--- src/core/phy_cfg_pkg.sv ---
// constants shared by the power, wake and signal quality configuration logic
package phy_cfg_pkg;
	// ****************************************
	// register indices on the management port
	// ****************************************
	localparam logic [4:0] POWER_WAKE_CONFIG_ADDR = 5'h12;
	localparam logic [4:0] ADDRESS_QUALITY_CONFIG_ADDR = 5'h13;

	// ****************************************
	// power_wake_config field positions
	// ****************************************
	localparam int LOWPOWER_SLEEP_ENTRY_BIT = 0;
	localparam int AUTO_POWERDOWN_BIT = 1;
	localparam int REMOTE_FORWARD_BIT = 2;
	localparam int LOCAL_REACT_BIT = 10;
	localparam int REMOTE_REACT_BIT = 11;
	localparam int LOCAL_FORWARD_BIT = 14;

	// ****************************************
	// address_quality_config field positions
	// ****************************************
	localparam int PORT_ADDRESS_LSB = 11;
	localparam int AVERAGING_LSB = 9;
	localparam int WARNING_LSB = 6;
	localparam int FAIL_LSB = 3;

	// ****************************************
	// values after reset
	// ****************************************
	localparam logic LOWPOWER_SLEEP_ENTRY_RESET = 1'b1;
	localparam logic AUTO_POWERDOWN_RESET = 1'b0;
	localparam logic REMOTE_FORWARD_RESET = 1'b0;
	localparam logic LOCAL_REACT_RESET = 1'b0;
	localparam logic REMOTE_REACT_RESET = 1'b0;
	localparam logic LOCAL_FORWARD_RESET = 1'b0;
	localparam logic [1:0] AVERAGING_RESET = 2'h1;
	localparam logic [2:0] WARNING_RESET = 3'h1;
	localparam logic [2:0] FAIL_RESET = 3'h0;
	localparam logic [2:0] LIMIT_DISABLED = 3'h0;
	localparam logic [8:0] AVERAGING_BASE_SYMBOLS = 9'h020;

	// ****************************************
	// timing
	// ****************************************
	localparam int CLK_PERIOD_PS = 4000;
	// wake detection time, fixed here at 50000 ns, 12500 cycles of the 4 ns clock
	localparam int WAKE_DET_TIME_NS = 50000;
	localparam int WAKE_DET_CYCLES = (WAKE_DET_TIME_NS * 1000 + CLK_PERIOD_PS - 1) / CLK_PERIOD_PS;
endpackage : phy_cfg_pkg

--- src/core/wake_arm_if.sv ---
// carrier between the register logic and the local wake activation timer
`timescale 1ns/1ps
`default_nettype none
interface wake_arm_if;
	logic react_en;
	logic detect_active;
	modport ctrl (output react_en, input detect_active);
	modport timer (input react_en, output detect_active);
endinterface : wake_arm_if
`default_nettype wire

--- src/core/phy_power_wake_sqi_config.sv ---
// power, wake and signal quality configuration registers of one port
//
// Notes on behaviour
// RL1: low-power code moves Normal to Sleep Request
// RL2: remote wake forwarded only when enabled
// RL3: host clears unused wake and forwarding bits
// RL4: local wake detection armed after detection time
// RL5: port address read-only, matches accesses
// RL6: address is zero, straps, port index
// RL7: averaging 32 to 256 symbols, default 64
// RL8: warning limit off at 000, default A
// RL9: fail limit off at 000, default
// RL10: fail codes 010..111 give classes B..G
// RL11: bit 1 enables autonomous power-down
`timescale 1ns/1ps
`default_nettype none
module phy_power_wake_sqi_config #(
	parameter logic PORT_INDEX = 1'b0,
	parameter int WAKE_DET_CYCLES = phy_cfg_pkg::WAKE_DET_CYCLES
) (
	// clock and reset
	input wire logic core_clk_i,
	input wire logic resetn_i,
	// hardware configuration straps, address bits 3:1
	input wire logic [2:0] addr_strap_i,
	// management register port
	input wire logic req_valid_i,
	input wire logic req_write_i,
	input wire logic [4:0] req_port_addr_i,
	input wire logic [4:0] req_reg_addr_i,
	input wire logic [15:0] req_wdata_i,
	output logic addr_match_o,
	output logic rd_valid_o,
	output logic [15:0] rd_data_o,
	// mode and wake events from the core
	input wire logic mode_normal_i,
	input wire logic low_power_sleep_code_i,
	input wire logic remote_wake_det_i,
	input wire logic local_wake_i,
	// events to the core
	output logic sleep_request_o,
	output logic remote_wake_forward_o,
	output logic remote_wake_react_o,
	output logic local_wake_react_o,
	output logic local_wake_forward_o,
	// configuration levels to the core
	output logic autonomous_powerdown_en_o,
	output logic [4:0] port_address_o,
	output logic [8:0] quality_averaging_symbols_o,
	output logic quality_warning_en_o,
	output logic [2:0] quality_warning_limit_o,
	output logic quality_fail_en_o,
	output logic [2:0] quality_fail_limit_o
);
	// ****************************************
	// state
	// ****************************************
	logic lowpower_code_sleep_entry_en, next_lowpower_code_sleep_entry_en;
	logic autonomous_powerdown_en, next_autonomous_powerdown_en;
	logic remote_wake_forward_en, next_remote_wake_forward_en;
	logic local_wake_react_en, next_local_wake_react_en;
	logic remote_wake_react_en, next_remote_wake_react_en;
	logic local_wake_forward_en, next_local_wake_forward_en;
	logic [1:0] quality_averaging_sel, next_quality_averaging_sel;
	logic [2:0] quality_warning_limit, next_quality_warning_limit;
	logic [2:0] quality_fail_limit, next_quality_fail_limit;
	logic [2:0] strap, next_strap;
	logic strap_taken, next_strap_taken;
	logic rd_valid, next_rd_valid;
	logic [15:0] rd_data, next_rd_data;
	logic sleep_request, next_sleep_request;
	logic remote_fwd, next_remote_fwd;
	logic remote_react, next_remote_react;
	logic local_react, next_local_react;
	logic local_fwd, next_local_fwd;
	logic [4:0] port_address;
	logic [15:0] power_wake_word;
	logic [15:0] address_quality_word;
	logic hit;

	wake_arm_if arm_bus ();

	wake_arm_timer #(
		.COUNT(WAKE_DET_CYCLES)
	) u_wake_arm (
		.core_clk_i(core_clk_i),
		.resetn_i(resetn_i),
		.arm(arm_bus.timer)
	);

	assign arm_bus.react_en = local_wake_react_en;

	// ****************************************
	// address and read images
	// ****************************************
	// straps are caught after reset release, never by the reset itself
	assign port_address = {1'b0, strap, PORT_INDEX}; // RL6
	assign hit = req_valid_i && (req_port_addr_i == port_address); // RL5

	always_comb
	begin
		power_wake_word = 16'h0000;
		power_wake_word[phy_cfg_pkg::LOWPOWER_SLEEP_ENTRY_BIT] = lowpower_code_sleep_entry_en;
		power_wake_word[phy_cfg_pkg::AUTO_POWERDOWN_BIT] = autonomous_powerdown_en;
		power_wake_word[phy_cfg_pkg::REMOTE_FORWARD_BIT] = remote_wake_forward_en;
		power_wake_word[phy_cfg_pkg::LOCAL_REACT_BIT] = local_wake_react_en;
		power_wake_word[phy_cfg_pkg::REMOTE_REACT_BIT] = remote_wake_react_en;
		power_wake_word[phy_cfg_pkg::LOCAL_FORWARD_BIT] = local_wake_forward_en;
		address_quality_word = 16'h0000;
		address_quality_word[phy_cfg_pkg::PORT_ADDRESS_LSB +: 5] = port_address; // RL5
		address_quality_word[phy_cfg_pkg::AVERAGING_LSB +: 2] = quality_averaging_sel;
		address_quality_word[phy_cfg_pkg::WARNING_LSB +: 3] = quality_warning_limit;
		address_quality_word[phy_cfg_pkg::FAIL_LSB +: 3] = quality_fail_limit;
	end

	// ****************************************
	// register next values
	// ****************************************
	always_comb
	begin
		next_lowpower_code_sleep_entry_en = lowpower_code_sleep_entry_en;
		next_autonomous_powerdown_en = autonomous_powerdown_en;
		next_remote_wake_forward_en = remote_wake_forward_en;
		next_local_wake_react_en = local_wake_react_en;
		next_remote_wake_react_en = remote_wake_react_en;
		next_local_wake_forward_en = local_wake_forward_en;
		next_quality_averaging_sel = quality_averaging_sel;
		next_quality_warning_limit = quality_warning_limit;
		next_quality_fail_limit = quality_fail_limit;
		next_strap = strap;
		next_strap_taken = 1'b1;
		next_rd_valid = hit && !req_write_i;
		next_rd_data = rd_data;
		if (!strap_taken)
		begin
			next_strap = addr_strap_i; // RL6
		end
		if (hit && req_write_i)
		begin
			if (req_reg_addr_i == phy_cfg_pkg::POWER_WAKE_CONFIG_ADDR)
			begin
				next_lowpower_code_sleep_entry_en =
					req_wdata_i[phy_cfg_pkg::LOWPOWER_SLEEP_ENTRY_BIT];
				next_autonomous_powerdown_en = req_wdata_i[phy_cfg_pkg::AUTO_POWERDOWN_BIT]; // RL11
				next_remote_wake_forward_en = req_wdata_i[phy_cfg_pkg::REMOTE_FORWARD_BIT];
				next_local_wake_react_en = req_wdata_i[phy_cfg_pkg::LOCAL_REACT_BIT];
				next_remote_wake_react_en = req_wdata_i[phy_cfg_pkg::REMOTE_REACT_BIT];
				next_local_wake_forward_en = req_wdata_i[phy_cfg_pkg::LOCAL_FORWARD_BIT];
			end
			else if (req_reg_addr_i == phy_cfg_pkg::ADDRESS_QUALITY_CONFIG_ADDR)
			begin
				// address field is not writable
				next_quality_averaging_sel = req_wdata_i[phy_cfg_pkg::AVERAGING_LSB +: 2]; // RL7
				next_quality_warning_limit = req_wdata_i[phy_cfg_pkg::WARNING_LSB +: 3]; // RL8
				next_quality_fail_limit = req_wdata_i[phy_cfg_pkg::FAIL_LSB +: 3]; // RL9
			end
		end
		else if (hit)
		begin
			if (req_reg_addr_i == phy_cfg_pkg::POWER_WAKE_CONFIG_ADDR)
			begin
				next_rd_data = power_wake_word;
			end
			else if (req_reg_addr_i == phy_cfg_pkg::ADDRESS_QUALITY_CONFIG_ADDR)
			begin
				next_rd_data = address_quality_word;
			end
			else
			begin
				// other registers belong to neighbouring blocks
				next_rd_data = 16'h0000;
			end
		end
	end

	always_ff @(posedge core_clk_i or negedge resetn_i)
	begin
		if (!resetn_i)
		begin
			lowpower_code_sleep_entry_en <= phy_cfg_pkg::LOWPOWER_SLEEP_ENTRY_RESET;
			autonomous_powerdown_en <= phy_cfg_pkg::AUTO_POWERDOWN_RESET;
			remote_wake_forward_en <= phy_cfg_pkg::REMOTE_FORWARD_RESET;
			local_wake_react_en <= phy_cfg_pkg::LOCAL_REACT_RESET;
			remote_wake_react_en <= phy_cfg_pkg::REMOTE_REACT_RESET;
			local_wake_forward_en <= phy_cfg_pkg::LOCAL_FORWARD_RESET;
			quality_averaging_sel <= phy_cfg_pkg::AVERAGING_RESET;
			quality_warning_limit <= phy_cfg_pkg::WARNING_RESET;
			quality_fail_limit <= phy_cfg_pkg::FAIL_RESET;
			strap <= 3'h0;
			strap_taken <= 1'b0;
			rd_valid <= 1'b0;
			rd_data <= 16'h0000;
		end
		else
		begin
			lowpower_code_sleep_entry_en <= next_lowpower_code_sleep_entry_en;
			autonomous_powerdown_en <= next_autonomous_powerdown_en;
			remote_wake_forward_en <= next_remote_wake_forward_en;
			local_wake_react_en <= next_local_wake_react_en;
			remote_wake_react_en <= next_remote_wake_react_en;
			local_wake_forward_en <= next_local_wake_forward_en;
			quality_averaging_sel <= next_quality_averaging_sel;
			quality_warning_limit <= next_quality_warning_limit;
			quality_fail_limit <= next_quality_fail_limit;
			strap <= next_strap;
			strap_taken <= next_strap_taken;
			rd_valid <= next_rd_valid;
			rd_data <= next_rd_data;
		end
	end

	// ****************************************
	// wake and sleep events
	// ****************************************
	always_comb
	begin
		next_sleep_request = lowpower_code_sleep_entry_en && mode_normal_i &&
			low_power_sleep_code_i; // RL1
		next_remote_fwd = remote_wake_forward_en && remote_wake_det_i; // RL2
		next_remote_react = remote_wake_react_en && remote_wake_det_i;
		next_local_react = arm_bus.detect_active && local_wake_i; // RL4
		next_local_fwd = local_wake_forward_en && arm_bus.detect_active && local_wake_i;
	end

	always_ff @(posedge core_clk_i or negedge resetn_i)
	begin
		if (!resetn_i)
		begin
			sleep_request <= 1'b0;
			remote_fwd <= 1'b0;
			remote_react <= 1'b0;
			local_react <= 1'b0;
			local_fwd <= 1'b0;
		end
		else
		begin
			sleep_request <= next_sleep_request;
			remote_fwd <= next_remote_fwd;
			remote_react <= next_remote_react;
			local_react <= next_local_react;
			local_fwd <= next_local_fwd;
		end
	end

	// ****************************************
	// outputs
	// ****************************************
	assign addr_match_o = hit;
	assign rd_valid_o = rd_valid;
	assign rd_data_o = rd_data;
	assign sleep_request_o = sleep_request;
	assign remote_wake_forward_o = remote_fwd;
	assign remote_wake_react_o = remote_react;
	assign local_wake_react_o = local_react;
	assign local_wake_forward_o = local_fwd;
	assign autonomous_powerdown_en_o = autonomous_powerdown_en; // RL11
	assign port_address_o = port_address;
	// 32 shifted by the selection gives 32, 64, 128, 256
	assign quality_averaging_symbols_o =
		phy_cfg_pkg::AVERAGING_BASE_SYMBOLS << quality_averaging_sel; // RL7
	assign quality_warning_en_o = (quality_warning_limit != phy_cfg_pkg::LIMIT_DISABLED); // RL8
	assign quality_warning_limit_o = quality_warning_limit;
	assign quality_fail_en_o = (quality_fail_limit != phy_cfg_pkg::LIMIT_DISABLED); // RL9
	assign quality_fail_limit_o = quality_fail_limit; // RL10
endmodule : phy_power_wake_sqi_config
`default_nettype wire

--- src/core/wake_arm_timer.sv ---
// activation delay of local wake detection after its enable is set
`timescale 1ns/1ps
`default_nettype none
module wake_arm_timer #(
	parameter int COUNT = 12500
) (
	// clock and reset
	input wire logic core_clk_i,
	input wire logic resetn_i,
	// control side
	wake_arm_if.timer arm
);
	localparam int CW = $clog2(COUNT + 1);
	localparam logic [CW-1:0] LOAD = CW'(COUNT);

	logic [CW-1:0] remain;
	logic [CW-1:0] next_remain;
	logic en_seen;
	logic next_en_seen;

	always_comb
	begin
		next_en_seen = arm.react_en;
		next_remain = remain;
		if (!arm.react_en)
		begin
			next_remain = LOAD;
		end
		else if (!en_seen)
		begin
			next_remain = LOAD;
		end
		else if (remain != '0)
		begin
			next_remain = remain - CW'(1);
		end
	end

	always_ff @(posedge core_clk_i or negedge resetn_i)
	begin
		if (!resetn_i)
		begin
			remain <= LOAD;
			en_seen <= 1'b0;
		end
		else
		begin
			remain <= next_remain;
			en_seen <= next_en_seen;
		end
	end

	// wakes inside the window are missed on purpose
	assign arm.detect_active = arm.react_en && en_seen && (remain == '0); // RL4
endmodule : wake_arm_timer
`default_nettype wire

--- config.mk ---
export PLATFORM = sky130hd
export DESIGN_NAME = phy_power_wake_sqi_config
export DESIGN_NICKNAME = d
export VERILOG_FILES = /design/src/core/phy_cfg_pkg.sv /design/src/core/wake_arm_if.sv /design/src/core/phy_power_wake_sqi_config.sv /design/src/core/wake_arm_timer.sv
export SDC_FILE = /design/constraint.sdc
export NUM_CORES = 1
export LEC_CHECK = 0
export BUFFER_PORTS_ARGS = -buffer_cell sky130_fd_sc_hd__buf_2
export CORE_ASPECT_RATIO = 1.4
export CORE_MARGIN = 2
export CORE_UTILIZATION = 35
export CTS_CLUSTER_DIAMETER = 100
export DETAILED_ROUTE_END_ITERATION = 6
export GPL_ROUTABILITY_DRIVEN = 0
export GPL_TIMING_DRIVEN = 1
export PLACE_DENSITY_LB_ADDON = 0.15
export SLEW_MARGIN = 40
export SYNTH_ARGS = -nofsm -noshare
export SYNTH_HDL_FRONTEND = slang
export SYNTH_SLANG_ARGS = --single-unit
--- constraint.sdc ---
create_clock -name core_clk_i -period 1.8 [get_ports core_clk_i]
set_input_delay 0.27 -clock core_clk_i [delete_from_list [all_inputs] [get_ports core_clk_i]]
set_output_delay 0.27 -clock core_clk_i [all_outputs]
set_load 0.02 [all_outputs]
==> impl_metrics.yaml <==
outcome:
  status: "finished clean"
global_route:
  grt_max_degree: 43
  grtUsageTotal_pct: 14.7
  grt_first_pass_wirelength_um: 8680
  gr-total-overflow: 0
  antenna_found_initial: 0
  grt_pass1_vias: 1865
drt:
  antenna_left: 0
  routed_wl_um: 5490
  drt_iter0_drc: 44
  via_count: 1979
  first_pass_iters: 4
  drc: 0
  avgRoutedWirePerCell_um: 13.3
  viasPerCell: 4.80
cts:
  cts-root-buf: "clkbuf_8"
  cts_buffers: 5
  cts_buffer_depth: 2
  cts.sinks: 54
  clkLatencyLatePin_ns: 0.30
  cts_tree: "done"
  cts-htree-levels: 2
  clk_pin_slew_worst_paths_ns: 0.10
synthesis:
  syn_area_um2: 2460
  synthXorXnorAreaFrac_pct: 1.07
  synth-compound-area-share_pct: 12.5
  synthAdderAreaFrac_pct: 0.508
  synth_cell_type_count: 45
  yosys.area_share.simple_pct: 17.3
  synth_top_family_by_area: "simple AND/OR/NAND/NOR gates"
  yosys_warnings: 0
  syn_inst: 225
  synth.avg_cell_area_um2: 10.9
  synth.area.mux_share_pct: 8.18
  seq_area_frac_synth_pct: 55.3
  synth_enable_flop_cells: 0
  async_reset_ff_share_pct: 100
  synth_ff_type: "dfrtp_1"
  ys_ff_latch: 54
sta:
  rsz0062_at_grt: "true"
  slew_headroom_pct: 62.0
  skew_ns: 0.00866
  setup_violations: 0
  report.final.slew_viol_count: 0
  tns_ns: 0
  tightest_slew_ns: 0.571
  min_period_ns: 1.79
  hold_violations: 0
  fin_hold_ws_ns: 0.192
  fmax_ghz: 0.558
  min_period_over_period_pct: 99.6
placement:
  dpl_cell_area_um2: 3030
  dp_hpwl_um: 4050
  io_buffers: 71
finish:
  syn2layout_area_growth_pct: 30.2
  final_cell_area_um2: 3210
  fillers: 668
  final_cell_mix: "buf_2, dfrtp_1, o21ai_0, nand2_1"
  layout_commonest_cell: "buf_2"
  drive_gt1_share_pct: 45.1
  num_antenna_cells: 0
  final_nets: 354
die:
  start_util_pct: 35.7
  chipHeight_um: 103
  io_pins: 83
  die_x_um: 74.9
  fp-row-count: 36
  core_um2: 6890
  dieArea_um2: 7730
power:
  comb_power_share_pct: 7.4
  p_int_mw: 1.60
  clock_power_share_pct: 33.6
  vdd_drop_max_mv: 0.386
  p_switching_uw: 499
  seqPwrFrac_pct: 59.0
  leakagePower_nw: 1.58
  p_per_area_nw_per_um2: 655
  switching_share_pct: 23.7
setup_path:
  startpoint_type: "flip-flop"
  cp-end-kind: "flip-flop"
  cp.arrival_ns: 2.04
  cp_max_fo: 5
  crit_type: "flip-flop to flip-flop"
  cp.required_ns: 2.05
run:
  cap_violations: 0
min_path:
  hp-class: "input pin to flip-flop"
worst max-delay path, cell delays in order (launching register included):
cell and delay [ns]:
dfrtp_1 0.40, buf_6 0.12, or3_4 0.42, or3_1 0.33, or4_1 0.40, nand2_1 0.07
synth_stat cells (2+ instances only):
cell type  count  share of area [%]
nor4_2         2                1.0
a211o_1        2               0.71
or3_1          4                1.0
a22oi_1        2               0.61
o211ai_1       2               0.61
conb_1         2               0.30
a21o_1         2               0.61
nand2_1       25                3.8
inv_1          5               0.76
and3_1         4                1.0
nor2_1        10                1.5
buf_4          8                2.4
and2_1         5                1.3
a21oi_1        4               0.81
nor3_1         2               0.41
or4_1          2               0.61
dfstp_2        9                9.6
o31ai_1        2               0.61
nor2b_1        2               0.51
mux2_2        17                7.8
o21ai_0       33                6.7
buf_2          2               0.41
xnor2_1        3                1.1
nor3b_1        2               0.61
dfrtp_1       45                 46
clkbuf_1       5               0.76
nand2b_1       3               0.76
nand3_1        3               0.61
nand4_1        2               0.51
per-layer routing:
layer / part of all wire [%] / vias up / global-route usage [%]
met3: 5.2 / 2 / 3.20
met4: 0.66 / 0 / 4.67
met5: 0 / - / 0
met2: 53 / 61 / 26.0
met1: 41 / 954 / 17.4
li1: - / 962 / -
through the flow:
step / utilization [%] / power (mW) / instances / setup slack (ns)
6_report: 46.5 / 2.10 / 412 / 0.00681
5_1_grt: 46.5 / 2.18 / 412 / -0.0312
4_1_cts: 45.8 / 2.14 / 411 / 0.00189
3_5_place_dp: 44.0 / 1.42 / 400 / -0.0146
3_3_place_gp: 44.0 / 1.42 / 400 / 0.00677
2_1_floorplan: - / 1.34 / 232 / 0.00945
area by class of cell:
cell class | count | area, µm² | area share [%]
tap | 95 | 119 | 3.71
timing repair buffer | 93 | 556 | 17.3
clock buffer | 6 | 82.6 | 2.58
clock inverter | 2 | 12.5 | 0.390
inverter | 5 | 18.8 | 0.585
sequential | 54 | 1370 | 42.6
multi-input combinational | 157 | 1050 | 32.9
power groups by stage:
stage	combinational, mW	clock [mW]	sequential (mW)
floorplan	0.0632	0	1.27
CTS	0.159	0.739	1.24
detailed placement	0.157	0	1.26
global placement	0.156	0	1.26
global route	0.171	0.769	1.24
finish	0.155	0.705	1.24
repair_timing:
item,in CTS,in global routing
pin swaps,2,2
endpoints found under the setup margin,4,8
setup buffers,2,1
endpoints found under the hold margin,8,0
hold buffers,1,0
resized for setup,1,9
state kept, by name, summed over array words and instances, names as in the netlist, 2 cells and up:
name / count
strap: 3
rd_data_o: 15
u_wake_arm.remain: 14
quality_warning_limit_o: 3
quality_averaging_sel: 2
quality_fail_limit_o: 3
cells by family after synthesis:
logic type,after synthesis
AND/OR/NAND/NOR,74
other,2
flip-flops,54
multiplexers,18
AO/OA/AOI/OAI,52
XOR/XNOR,3
buffers and inverters,21
adder cells (fa/ha/maj),1
worst paths after layout:
check / startpoint / end / slack [ns] / cells after the start
setup / recovery: u_wake_arm.remain[1]$_DFFE_PN0P_ / u_wake_arm.remain[5]$_DFFE_PN0P_ / 0.007 / 5
hold / removal: req_wdata_i[5] / quality_fail_limit_o[2]$_DFFE_PN0P_ / 0.19 / 2
setup reg to reg: u_wake_arm.remain[1]$_DFFE_PN0P_ / u_wake_arm.remain[5]$_DFFE_PN0P_ / 0.007 / 5
hold reg to reg: arm_bus.react_en$_DFFE_PN0P_ / u_wake_arm.en_seen$_DFF_PN0_ / 0.51 / 1
max in group asynchronous: resetn_i / lowpower_code_sleep_entry_en$_DFFE_PN1P_ / 0.82 / 3
min in group asynchronous: resetn_i / u_wake_arm.remain[3]$_DFFE_PN0P_ / 0.39 / 2
Note: power is estimated with default switching activity, not from simulation.
